==> src/ldcfg_pkg.sv <==
package ldcfg_pkg;

  // ---------------------------------------------------------------------------
  // Configuration port and index map
  // ---------------------------------------------------------------------------
  localparam logic [15:0] CFG_PORT_STRAP_LOW  = 16'h002E;
  localparam logic [15:0] CFG_PORT_STRAP_HIGH = 16'h004E;
  localparam logic [7:0]  IDX_CFG_PORT_LOW    = 8'h26;
  localparam logic [7:0]  IDX_CFG_PORT_HIGH   = 8'h27;
  localparam logic [7:0]  IDX_LDN_SELECT      = 8'h07;
  localparam logic [7:0]  IDX_SOFT_RESET      = 8'h02;
  localparam logic [7:0]  IDX_OSC_CONFIG      = 8'h24;
  localparam logic [7:0]  IDX_POWER_CONTROL   = 8'h22;
  localparam logic [7:0]  IDX_ACTIVATE        = 8'h30;
  localparam logic [7:0]  IDX_BASE_HIGH       = 8'h60;
  localparam logic [7:0]  IDX_BASE_LOW        = 8'h61;
  localparam logic [7:0]  IDX_IRQ_ROUTE       = 8'h70;
  localparam logic [7:0]  IDX_DMA_ROUTE       = 8'h74;
  localparam logic [7:0]  IDX_DMA_ROUTE_TWO   = 8'h75;
  localparam int          OSC_FULL_DECODE_BIT = 6;

  // ---------------------------------------------------------------------------
  // Logical devices
  // ---------------------------------------------------------------------------
  localparam int          NUM_LD     = 12;
  localparam logic [3:0]  LD_FLOPPY  = 4'h0;
  localparam logic [3:0]  LD_PARPORT = 4'h3;
  localparam logic [3:0]  LD_UART1   = 4'h4;
  localparam logic [3:0]  LD_UART2   = 4'h5;
  localparam logic [3:0]  LD_KEYB    = 4'h7;
  localparam logic [3:0]  LD_GAME    = 4'h9;

  // ---------------------------------------------------------------------------
  // Address windows
  // ---------------------------------------------------------------------------
  localparam logic [11:0] BASE_MIN        = 12'h100;
  localparam logic [11:0] UART_BASE_MAX   = 12'hFF8;
  localparam logic [11:0] GAME_BASE_MAX   = 12'hFFF;
  localparam logic [11:0] CFG_BASE_MAX    = 12'hFFE;
  localparam logic [11:0] UART_ALIGN_MASK = 12'hFF8;
  localparam logic [11:0] CFG_ALIGN_MASK  = 12'hFFE;
  localparam logic [15:0] KEYB_DATA_ADDR  = 16'h0060;
  localparam logic [15:0] KEYB_CMD_ADDR   = 16'h0064;

  // ---------------------------------------------------------------------------
  // Reset values
  // ---------------------------------------------------------------------------
  localparam logic [7:0]  IRQ_ROUTE_RESET        = 8'h00;
  localparam logic [7:0]  IRQ_ROUTE_RESET_FLOPPY = 8'h06;
  localparam logic [7:0]  DMA_ROUTE_RESET_FLOPPY = 8'h02;
  localparam logic [7:0]  DMA_ROUTE_RESET_OTHER  = 8'h04;
  localparam logic [7:0]  OSC_CONFIG_RESET       = 8'h00;
  localparam logic [2:0]  ECP_MODE               = 3'h3;
  localparam logic [2:0]  DMA_CHAN_MAX           = 3'h3;

  typedef enum logic [0:0] {
    SM_IDLE   = 1'b0,
    SM_STRAP  = 1'b1
  } strap_state_e;

endpackage

==> src/ldcfg_if.sv <==
`timescale 1ns/10ps
interface ldcfg_if;
  import ldcfg_pkg::*;
  logic [11:0] base;
  logic [11:0] align_mask;
  logic [11:0] max_base;
  logic        active;
  logic        full_decode;
  logic [15:0] addr;
  logic        hit;
  modport cfg (output base, output align_mask, output max_base, output active,
               output full_decode, output addr, input hit);
  modport dec (input base, input align_mask, input max_base, input active,
               input full_decode, input addr, output hit);
endinterface

==> src/ldcfg_top.sv <==
// How it works
// - Serial ports decode eight registers, base 0x100..0xFF8, eight-byte aligned, via 0x60/0x61.
// - Keyboard controller sits fixed at I/O 0x60 data and 0x64 command.
// - Game port decodes one register, base 0x100..0xFFF, byte aligned.
// - Config port relocatable 0x100..0xFFE, two-byte aligned; index then data.
// - Config port starts at 0x2E or 0x4E by strap; moved by 0x26/0x27.
// - Base decode compares address bits 11 to 0; the parallel port skips bit 10.
// - With oscillator bit 6 set, address bits 15 to 12 must be zero.
// - Index 0x70 bits 3:0 pick IRQ line; zero none; two shares SMI.
// - IRQ select resets to zero, except floppy device resets to six.
// - Routed IRQs are active-high; system management interrupt output active low.
// - Floppy IRQ and DMA pass only with its DMA gate bit set.
// - Parallel IRQ needs a non-zero line and its IRQ gate bit.
// - In extended mode parallel IRQ also needs service bit cleared.
// - UART IRQ needs line, any enable bit 0-3, and aux output two.
// - IRQ lines nobody selected stay undriven.
// - Index 0x74 bits 2:0 pick DMA 1..3; zero or 4..7 none.
// - DMA select resets to 2 for floppy and 4 for others.
// - Parallel DMA needs channel 1..3, extended mode and its DMA gate.
// - DMA channels nobody selected stay inactive, acknowledges ignored.
// - Activate and power bits are one linked bit; either sets device on.
// - Out-of-range base makes the device ignore host accesses.
// - Index 0x75 ignores writes and reads zero.
`timescale 1ns/10ps
module ldcfg_top
  import ldcfg_pkg::*;
(
  // Clock and reset
  input  wire logic        ref_clk,
  input  wire logic        rst_n,
  input  wire logic        soft_reset,
  input  wire logic        config_port_strap,
  // Host I/O cycles, already framed by the bus front end
  input  wire logic [15:0] io_addr,
  input  wire logic        io_write,
  input  wire logic        io_read,
  input  wire logic [7:0]  io_wdata,
  output logic      [7:0]  io_rdata,
  output logic             io_claim,
  // Per-device decode hits
  output logic             floppy_sel,
  output logic             parport_sel,
  output logic             uart1_sel,
  output logic             uart2_sel,
  output logic             keyb_sel,
  output logic             game_sel,
  // Device-side gate bits and requests
  input  wire logic        floppy_dma_gate,
  input  wire logic        floppy_irq_req,
  input  wire logic        floppy_dma_req,
  input  wire logic        parallel_irq_gate,
  input  wire logic        parallel_service_request_bit,
  input  wire logic        parallel_dma_gate,
  input  wire logic [2:0]  parallel_mode,
  input  wire logic        parport_irq_req,
  input  wire logic        parport_dma_req,
  input  wire logic [3:0]  uart1_irq_enables,
  input  wire logic        uart1_aux_output_two,
  input  wire logic        uart1_irq_req,
  input  wire logic [3:0]  uart2_irq_enables,
  input  wire logic        uart2_aux_output_two,
  input  wire logic        uart2_irq_req,
  input  wire logic        system_mgmt_event,
  // System lines
  output logic      [15:1] irq_level,
  output logic      [15:1] irq_oe,
  output logic             system_mgmt_irq_n,
  output logic      [3:1]  dma_req,
  input  wire logic [3:1]  dma_ack_n,
  output logic             floppy_dma_ack,
  output logic             parport_dma_ack
);

  // ---------------------------------------------------------------------------
  // State
  // ---------------------------------------------------------------------------
  typedef struct packed {
    strap_state_e      sm;
    logic [1:0]        strap_sync;
    logic [1:0]        ack_sync_a;
    logic [2:0]        ack_meta;
    logic [2:0]        ack_sync_b;
    logic [11:0]       cfg_port;
    logic [7:0]        index;
    logic [3:0]        ldn;
    logic [7:0]        osc_cfg;
    logic [NUM_LD-1:0] active;
    logic [NUM_LD-1:0][15:0] base;
    logic [NUM_LD-1:0][7:0]  irq_route;
    logic [NUM_LD-1:0][7:0]  dma_route;
    logic [7:0]        rdata;
  } state_s;

  state_s st_reg;
  state_s st_next;

  // ---------------------------------------------------------------------------
  // Address decoders for relocatable devices
  // ---------------------------------------------------------------------------
  localparam int NDEC = 4;
  localparam logic [NDEC*4-1:0] DEC_LD = {LD_GAME, LD_UART2, LD_UART1, LD_FLOPPY};
  logic [NDEC-1:0] dec_hit;
  logic            cfg_hit;
  logic            cfg_idx_hit;
  logic            cfg_dat_hit;

  // The floppy window follows the serial ports' eight-byte rule, so one decoder type serves all four.
  genvar g;
  generate
    for (g = 0; g < NDEC; g++) begin : g_dec
      ldcfg_if dif ();
      localparam logic [3:0] LDX = DEC_LD[g*4 +: 4];
      assign dif.base        = st_reg.base[LDX][11:0];
      assign dif.align_mask  = (LDX == LD_GAME) ? 12'hFFF : UART_ALIGN_MASK;
      assign dif.max_base    = (LDX == LD_GAME) ? GAME_BASE_MAX : UART_BASE_MAX;
      assign dif.active      = st_reg.active[LDX];
      assign dif.full_decode = st_reg.osc_cfg[OSC_FULL_DECODE_BIT];
      assign dif.addr        = io_addr;
      window_decode u_dec (.d(dif.dec));
      assign dec_hit[g]      = dif.hit;
    end
  endgenerate

  // Parallel port decode: four-byte aligned window plus its high register group.
  logic par_hit;
  always_comb begin
    par_hit = st_reg.active[LD_PARPORT] &&
              (st_reg.base[LD_PARPORT][11:0] >= BASE_MIN) &&
              (st_reg.base[LD_PARPORT][11:0] <= 12'hFFC) &&
              (!st_reg.osc_cfg[OSC_FULL_DECODE_BIT] || io_addr[15:12] == 4'h0) &&
              (({io_addr[11], 1'b0, io_addr[9:2]}) == ({st_reg.base[LD_PARPORT][11], 1'b0,
                                                          st_reg.base[LD_PARPORT][9:2]}));
  end

  assign cfg_hit     = (!st_reg.osc_cfg[OSC_FULL_DECODE_BIT] || io_addr[15:12] == 4'h0) &&
                       ((io_addr[11:0] & CFG_ALIGN_MASK) == st_reg.cfg_port);
  assign cfg_idx_hit = cfg_hit && !io_addr[0];
  assign cfg_dat_hit = cfg_hit && io_addr[0];

  always_comb begin
    floppy_sel  = dec_hit[0];
    uart1_sel   = dec_hit[1];
    uart2_sel   = dec_hit[2];
    game_sel    = dec_hit[3];
    parport_sel = par_hit;
    keyb_sel    = st_reg.active[LD_KEYB] &&
                  (io_addr == KEYB_DATA_ADDR || io_addr == KEYB_CMD_ADDR);
    io_claim    = (io_read || io_write) &&
                  (cfg_hit || floppy_sel || uart1_sel || uart2_sel || game_sel || parport_sel || keyb_sel);
  end

  // ---------------------------------------------------------------------------
  // Configuration read mux
  // ---------------------------------------------------------------------------
  function automatic logic [7:0] cfg_read(input state_s s);
    logic [7:0] v;
    v = 8'h00;
    unique case (s.index)
      IDX_LDN_SELECT:    v = {4'h0, s.ldn};
      IDX_CFG_PORT_LOW:  v = s.cfg_port[7:0];
      IDX_CFG_PORT_HIGH: v = {4'h0, s.cfg_port[11:8]};
      IDX_OSC_CONFIG:    v = s.osc_cfg;
      IDX_POWER_CONTROL: v = {7'h00, s.active[s.ldn]};
      IDX_ACTIVATE:      v = {7'h00, s.active[s.ldn]};
      IDX_BASE_HIGH:     v = s.base[s.ldn][15:8];
      IDX_BASE_LOW:      v = s.base[s.ldn][7:0];
      IDX_IRQ_ROUTE:     v = {4'h0, s.irq_route[s.ldn][3:0]};
      IDX_DMA_ROUTE:     v = {5'h00, s.dma_route[s.ldn][2:0]};
      IDX_DMA_ROUTE_TWO: v = 8'h00;
      default:           v = 8'h00;
    endcase
    // Device numbers from NUM_LD up read zero at every per-device index.
    if (s.ldn >= 4'(NUM_LD) &&
        s.index inside {IDX_POWER_CONTROL, IDX_ACTIVATE, IDX_BASE_HIGH,
                        IDX_BASE_LOW, IDX_IRQ_ROUTE, IDX_DMA_ROUTE}) begin
      v = 8'h00;
    end
    return v;
  endfunction

  function automatic logic [15:0] align_base(input logic [3:0] ld, input logic [15:0] b);
    logic [15:0] r;
    r = b;
    if (ld == LD_FLOPPY || ld == LD_UART1 || ld == LD_UART2) begin
      r = {b[15:3], 3'h0};
    end else if (ld == LD_PARPORT) begin
      r = {b[15:2], 2'h0};
    end
    return r;
  endfunction

  // ---------------------------------------------------------------------------
  // Register update
  // ---------------------------------------------------------------------------
  always_comb begin
    st_next            = st_reg;
    st_next.strap_sync = {st_reg.strap_sync[0], config_port_strap};
    st_next.ack_sync_a = st_reg.ack_sync_a;
    // Acknowledges follow the DMA controller's own timing, so two flops stand before any use.
    st_next.ack_meta   = dma_ack_n;
    st_next.ack_sync_b = st_reg.ack_meta;
    st_next.rdata      = st_reg.rdata;
    // The strap is sampled once, after it has passed the synchroniser.
    unique case (st_reg.sm)
      SM_IDLE: begin
        st_next.sm       = SM_STRAP;
        st_next.cfg_port = CFG_PORT_STRAP_LOW[11:0];
      end
      SM_STRAP: begin
        if (st_reg.ack_sync_a != 2'b11) begin
          st_next.ack_sync_a = {st_reg.ack_sync_a[0], 1'b1};
          if (st_reg.ack_sync_a == 2'b01) begin
            st_next.cfg_port = st_reg.strap_sync[1] ? CFG_PORT_STRAP_HIGH[11:0]
                                                    : CFG_PORT_STRAP_LOW[11:0];
          end
        end
      end
    endcase
    if (io_read && cfg_idx_hit) begin
      st_next.rdata = st_reg.index;
    end else if (io_read && cfg_dat_hit) begin
      st_next.rdata = cfg_read(st_reg);
    end
    if (io_write && cfg_idx_hit) begin
      st_next.index = io_wdata;
    end else if (io_write && cfg_dat_hit) begin
      unique case (st_reg.index)
        IDX_LDN_SELECT:    st_next.ldn = io_wdata[3:0];
        IDX_CFG_PORT_LOW:  st_next.cfg_port[7:0] = io_wdata & CFG_ALIGN_MASK[7:0];
        IDX_CFG_PORT_HIGH: st_next.cfg_port[11:8] = io_wdata[3:0];
        IDX_OSC_CONFIG:    st_next.osc_cfg = io_wdata;
        IDX_POWER_CONTROL: st_next.active[st_reg.ldn] = io_wdata[0];
        IDX_ACTIVATE:      st_next.active[st_reg.ldn] = io_wdata[0];
        IDX_BASE_HIGH:     st_next.base[st_reg.ldn] =
                             align_base(st_reg.ldn, {io_wdata, st_reg.base[st_reg.ldn][7:0]});
        IDX_BASE_LOW:      st_next.base[st_reg.ldn] =
                             align_base(st_reg.ldn, {st_reg.base[st_reg.ldn][15:8], io_wdata});
        IDX_IRQ_ROUTE:     st_next.irq_route[st_reg.ldn] = {4'h0, io_wdata[3:0]};
        IDX_DMA_ROUTE:     st_next.dma_route[st_reg.ldn] = {5'h00, io_wdata[2:0]};
        default:           st_next.index = st_reg.index;
      endcase
    end
    // Soft reset returns the routing registers and activation to defaults only.
    if (soft_reset) begin
      for (int i = 0; i < NUM_LD; i++) begin
        st_next.irq_route[i] = (i == 0) ? IRQ_ROUTE_RESET_FLOPPY : IRQ_ROUTE_RESET;
        st_next.dma_route[i] = (i == 0) ? DMA_ROUTE_RESET_FLOPPY : DMA_ROUTE_RESET_OTHER;
        st_next.active[i]    = 1'b0;
      end
    end
  end

  always_ff @(posedge ref_clk or negedge rst_n) begin
    if (!rst_n) begin
      st_reg            <= '0;
      st_reg.cfg_port   <= CFG_PORT_STRAP_LOW[11:0];
      st_reg.ack_meta   <= 3'h7;
      st_reg.ack_sync_b <= 3'h7;
      st_reg.osc_cfg    <= OSC_CONFIG_RESET;
      for (int i = 0; i < NUM_LD; i++) begin
        st_reg.irq_route[i] <= (i == 0) ? IRQ_ROUTE_RESET_FLOPPY : IRQ_ROUTE_RESET;
        st_reg.dma_route[i] <= (i == 0) ? DMA_ROUTE_RESET_FLOPPY : DMA_ROUTE_RESET_OTHER;
      end
    end else begin
      st_reg <= st_next;
    end
  end

  assign io_rdata = st_reg.rdata;

  // ---------------------------------------------------------------------------
  // Interrupt and DMA routing
  // ---------------------------------------------------------------------------
  localparam int NSRC = 4;
  logic [NSRC-1:0]      src_irq;
  logic [NSRC*4-1:0]    src_line;
  logic                 par_ecp;
  logic                 fl_dma_ok;
  logic                 pp_dma_ok;

  always_comb begin
    par_ecp   = (parallel_mode == ECP_MODE);
    src_line  = {st_reg.irq_route[LD_UART2][3:0], st_reg.irq_route[LD_UART1][3:0],
                 st_reg.irq_route[LD_PARPORT][3:0], st_reg.irq_route[LD_FLOPPY][3:0]};
    src_irq[0] = st_reg.active[LD_FLOPPY] && floppy_dma_gate && floppy_irq_req;
    src_irq[1] = st_reg.active[LD_PARPORT] && parallel_irq_gate && parport_irq_req &&
                 !(par_ecp && parallel_service_request_bit);
    src_irq[2] = st_reg.active[LD_UART1] && (|uart1_irq_enables) && uart1_aux_output_two &&
                 uart1_irq_req;
    src_irq[3] = st_reg.active[LD_UART2] && (|uart2_irq_enables) && uart2_aux_output_two &&
                 uart2_irq_req;
  end

  // Each line carries whichever selected source is asserting; any line 1..15 may be chosen.
  generate
    for (g = 1; g < 16; g++) begin : g_irq
      logic sel_any;
      logic lvl;
      always_comb begin
        sel_any = 1'b0;
        lvl     = 1'b0;
        for (int s = 0; s < NSRC; s++) begin
          if (src_line[s*4 +: 4] == 4'(g) && st_reg.active[(s == 0) ? 0 : s + 2]) begin
            sel_any = 1'b1;
            lvl     = lvl | src_irq[s];
          end
        end
      end
      assign irq_oe[g]    = sel_any;
      assign irq_level[g] = sel_any & lvl;
    end
  endgenerate

  // The management interrupt shares line 2; a device driving that line masks it.
  assign system_mgmt_irq_n = !(system_mgmt_event && !irq_oe[2]);

  always_comb begin
    fl_dma_ok = st_reg.active[LD_FLOPPY] && floppy_dma_gate &&
                (st_reg.dma_route[LD_FLOPPY][2:0] != 3'h0) &&
                (st_reg.dma_route[LD_FLOPPY][2:0] <= DMA_CHAN_MAX);
    pp_dma_ok = st_reg.active[LD_PARPORT] && par_ecp && parallel_dma_gate &&
                (st_reg.dma_route[LD_PARPORT][2:0] != 3'h0) &&
                (st_reg.dma_route[LD_PARPORT][2:0] <= DMA_CHAN_MAX);
    dma_req         = 3'h0;
    floppy_dma_ack  = 1'b0;
    parport_dma_ack = 1'b0;
    for (int c = 1; c <= 3; c++) begin
      if (fl_dma_ok && st_reg.dma_route[LD_FLOPPY][2:0] == 3'(c)) begin
        dma_req[c]     = dma_req[c] | floppy_dma_req;
        floppy_dma_ack = floppy_dma_ack | !st_reg.ack_sync_b[c-1];
      end
      if (pp_dma_ok && st_reg.dma_route[LD_PARPORT][2:0] == 3'(c)) begin
        dma_req[c]      = dma_req[c] | parport_dma_req;
        parport_dma_ack = parport_dma_ack | !st_reg.ack_sync_b[c-1];
      end
    end
  end

endmodule

==> src/window_decode.sv <==
`timescale 1ns/10ps
module window_decode
  import ldcfg_pkg::*;
(
  ldcfg_if.dec d
);

  // Out-of-range bases never hit, so accesses to such a device are dropped.
  logic base_ok;
  logic upper_ok;

  always_comb begin
    base_ok  = (d.base >= BASE_MIN) && (d.base <= d.max_base);
    upper_ok = !d.full_decode || (d.addr[15:12] == 4'h0);
    d.hit    = d.active && base_ok && upper_ok &&
               ((d.addr[11:0] & d.align_mask) == (d.base & d.align_mask));
  end

endmodule

==> config.mk <==
export PLATFORM = sky130hd
export DESIGN_NAME = ldcfg_top
export DESIGN_NICKNAME = d
export VERILOG_FILES = /design/src/ldcfg_pkg.sv /design/src/ldcfg_if.sv /design/src/ldcfg_top.sv /design/src/window_decode.sv
export SDC_FILE = /design/constraint.sdc
export NUM_CORES = 1
export LEC_CHECK = 0
export ABC_AREA = 0
export BUFFER_PORTS_ARGS = -buffer_cell sky130_fd_sc_hd__buf_2
export CAP_MARGIN = 5
export CORE_ASPECT_RATIO = 2
export CORE_MARGIN = 8
export CORE_UTILIZATION = 49
export DETAILED_ROUTE_END_ITERATION = 12
export GPL_TIMING_DRIVEN = 0
export PLACE_DENSITY_LB_ADDON = 0.25
export RECOVER_POWER = 50
export REMOVE_ABC_BUFFERS = 1
export SYNTH_ARGS = -nofsm -noshare
export SYNTH_HDL_FRONTEND = slang
export SYNTH_SLANG_ARGS = --single-unit
export TNS_END_PERCENT = 50
==> constraint.sdc <==
create_clock -name ref_clk -period 2.9 [get_ports ref_clk]
set_clock_uncertainty 0.1 [all_clocks]
set_input_delay 0.435 -clock ref_clk [delete_from_list [all_inputs] [get_ports ref_clk]]
set_output_delay 0.435 -clock ref_clk [all_outputs]
set_load 0.1 [all_outputs]
==> flow_metrics.py <==
metrics = {
    "outcome": {
        "status": "complete, but fails checks",
        "violations": "setup timing",
    },
    "logic_synthesis": {
        "ys.flop_type": "dfrtp_1",
        "avgSynthCellArea_um2": 10.2,
        "synthTopCellsByArea": "dfrtp_1, mux4_2, mux2i_1",
        "synth_seq_cells": 339,
        "syn_area_um2": 18500,
        "ys_top_cells_by_count": "dfrtp_1, nand2_1, o21ai_0, mux2i_1, nand2b_1",
        "yosysSeqAreaShare": 0.461,
        "yosysUniqueCellTypes": 68,
        "synth_most_common_cell": "dfrtp_1",
        "synthCells": 1809,
        "synth-edff-count": 0,
        "synthArstFlopShare": 1.00,
        "yosys.area.top_type": "dfrtp_1",
        "yosys_warnings": 0,
        "synth_top_area_frac": 0.427,
    },
    "power_and_ir_drop": {
        "leakage_nw": 9.16,
        "pwr_density_cell_nw_per_um2": 433,
        "finalPower_mw": 9.37,
        "irDropWorstVdd_v": 0.000715,
    },
    "sta": {
        "min_period_ns": 3.15,
        "setup_tns_ns": -0.411,
        "grt_setup_unrepaired": "true",
        "max_slew_margin": 0.00910,
        "hold_viol_final": 0,
        "layout_worst_path_cycle_share": 1.09,
        "slew_viol_final": 0,
        "worst_pin_slew_ns": 1.49,
        "worst_hold_slack_ns": 0.0989,
        "max_freq_mhz": 317,
        "setup-violations-final": 3,
        "setup_slack_ns": -0.254,
    },
    "critical_path": {
        "cp.arrival_ns": 2.62,
        "crit_type": "reg2out",
        "critPathCaptureType": "output pin",
        "crit_required_ns": 2.37,
        "rr_endpoint": "st_reg[333]$_DFFE_PN0P_",
        "rrSetupSlack_ns": 0.03,
        "cp_max_fo": 3,
        "slowest_delay_ns": 0.60,
        "cp-startpoint": "st_reg[429]$_DFF_PN1_",
        "start_kind": "register",
        "reg2reg_from": "st_reg[412]$_DFFE_PN0P_",
        "rr_worst_depth": 8,
        "crit_chain": "xor2_1 -> nor4_4 -> and4_4 -> nor4_2 -> a21oi_1 -> buf_6",
        "cp-endpoint": "io_claim",
        "crit_slowest_cell": "dfstp_2",
    },
    "clocking": {
        "cts_tree": "yes",
        "cts_made_buffers": 30,
        "htree_levels": 1,
        "clockRootBuffer": "clkbuf_16",
        "cts.sinks": 339,
        "clockBufferDepth": 3,
        "path_clk_slew_ns": 0.07,
        "clk_latency_ns": 0.60,
    },
    "place": {
        "port_buffers": 107,
        "hpwl_mm": 42.1,
        "place_area_um2": 19200,
        "globalplace.congestion": 0.939,
        "dp.cells": 2231,
        "pre_cts_ws_ns": -1.44,
    },
    "finish": {
        "nNetsFinal": 1927,
        "fin_util": 0.583,
        "syn2layout_area_growth_pct": 17.2,
        "diodes": 0,
        "fin_area_um2": 21700,
        "fin_cells": 2352,
        "drive_above_1_share": 0.247,
        "largest_reg_flops": 258,
    },
    "floorplanning": {
        "die_height_um": 291,
        "rows": 100,
        "die_w_um": 153,
        "ioPinCount": 108,
        "start_util": 0.497,
        "die_area_um2": 44500,
        "core_um2": 37200,
    },
    "route": {
        "vias": 14900,
        "vias_per_cell": 6.33,
        "wl_mm": 61.7,
        "ant_nets": 0,
        "drtIter0Drc": 1133,
        "wire_per_inst_um": 26.2,
        "first_pass_iters": 7,
        "drc": 0,
    },
    "grt": {
        "antenna_found_initial": 0,
        "gr-total-overflow": 0,
        "grt_start_max_net_pins": 121,
        "grt_first_pass_wirelength_mm": 92.9,
        "first_global_vias": 15100,
        "track_usage": 0.274,
    },
    "flow_run": {
        "drv_cap": 0,
    },
    "hold_path": {
        "min_path_type": "in2reg",
    },
}
-- worst min path at each step --
stage | start | to | slack [ns] | cells past startpoint
2_1_floorplan | rst_n | g_dec[0].dif.active$_DFFE_PN0P_ | 0.04 | 0
3_3_place_gp | st_next[445]$_DFF_PN0_ | st_reg[445]$_DFF_PN0_ | 0.24 | 0
3_5_place_dp | st_next[445]$_DFF_PN0_ | st_reg[445]$_DFF_PN0_ | 0.24 | 0
4_1_cts | io_wdata[7] | st_reg[431]$_DFF_PN0_ | 0.08 | 3
5_1_grt | io_wdata[7] | st_reg[431]$_DFF_PN0_ | 0.09 | 3
6_report | io_wdata[7] | st_reg[431]$_DFF_PN0_ | 0.1 | 3
-- cell type report --
class | instances | area [um2]
multi-input combinational | 1298 | 9730
clock inverter | 12 | 174
tap | 459 | 574
sequential | 339 | 8540
fill | 3019 | 15500
inverter | 8 | 30.0
clock buffer | 43 | 841
timing repair buffer | 193 | 1770
-- cells by family (layout without fill, tap and decap cells) --
group | Yosys count | in the layout | share of synthesized area
AO/OA/AOI/OAI | 345 | 345 | 0.112
XOR/XNOR | 55 | 55 | 0.0261
buffers and inverters | 176 | 256 | 0.0452
flip-flops | 339 | 339 | 0.461
multiplexers | 239 | 239 | 0.179
other | 1 | 1 | 0.000203
AND/OR/NAND/NOR | 654 | 658 | 0.177
-- power by group --
part,internal (mW),switching (mW)
sequential,4.74,0.00608
clock,2.38,1.85
combinational,0.116,0.286
-- worst max-delay path: cells and delay by family (launching register included) --
family	cells	cell delay [ns]
compound gates	1	0.20
xor+xnor	1	0.12
buf+inv	1	0.25
flops	1	0.60
simple gates	3	0.85
-- layer usage --
layer / up-vias / wire length, um / GRT usage
met4: 0 / 5480 / 0.198
met5: - / 0 / 0
met2: 770 / 31300 / 0.483
met3: 252 / 4270 / 0.0530
li1: 6557 / - / -
met1: 7313 / 20600 / 0.285
-- layout by cell type, fill, tap and decap left out, types with 11 or more instances in the layout --
cell / synthesis / layout
buf_8: 0 / 18
mux2i_1: 141 / 121
a22oi_1: 15 / 15
nand2b_1: 104 / 102
mux4_2: 70 / 70
nor2_1: 68 / 63
a21oi_1: 19 / 18
mux2i_4: 0 / 14
o221ai_1: 19 / 16
mux2_2: 28 / 28
clkbuf_16: 0 / 31
nor2b_1: 14 / 12
xnor2_1: 32 / 32
nand2_2: 12 / 12
buf_2: 33 / 60
dfrtp_2: 0 / 11
dfstp_2: 24 / 24
dfrtp_1: 315 / 300
xor2_1: 23 / 23
nand2_1: 288 / 287
o21ai_1: 7 / 12
clkbuf_1: 95 / 19
nand4_1: 26 / 28
nor3_1: 31 / 22
nand3_1: 17 / 15
o21ai_0: 216 / 210
buf_6: 1 / 15
o211ai_1: 11 / 11
buf_4: 33 / 59
buf_12: 0 / 13
and2_1: 15 / 14
-- repair_timing --
item,CTS,global route
setup endpoints to repair,323,228
buffers inserted,35,21
cloned,4,1
endpoints found under the hold margin,111,0
gates resized for setup,127,65
pin swaps,18,15
hold buffers,5,0
Power figures use the tool's default switching activity.
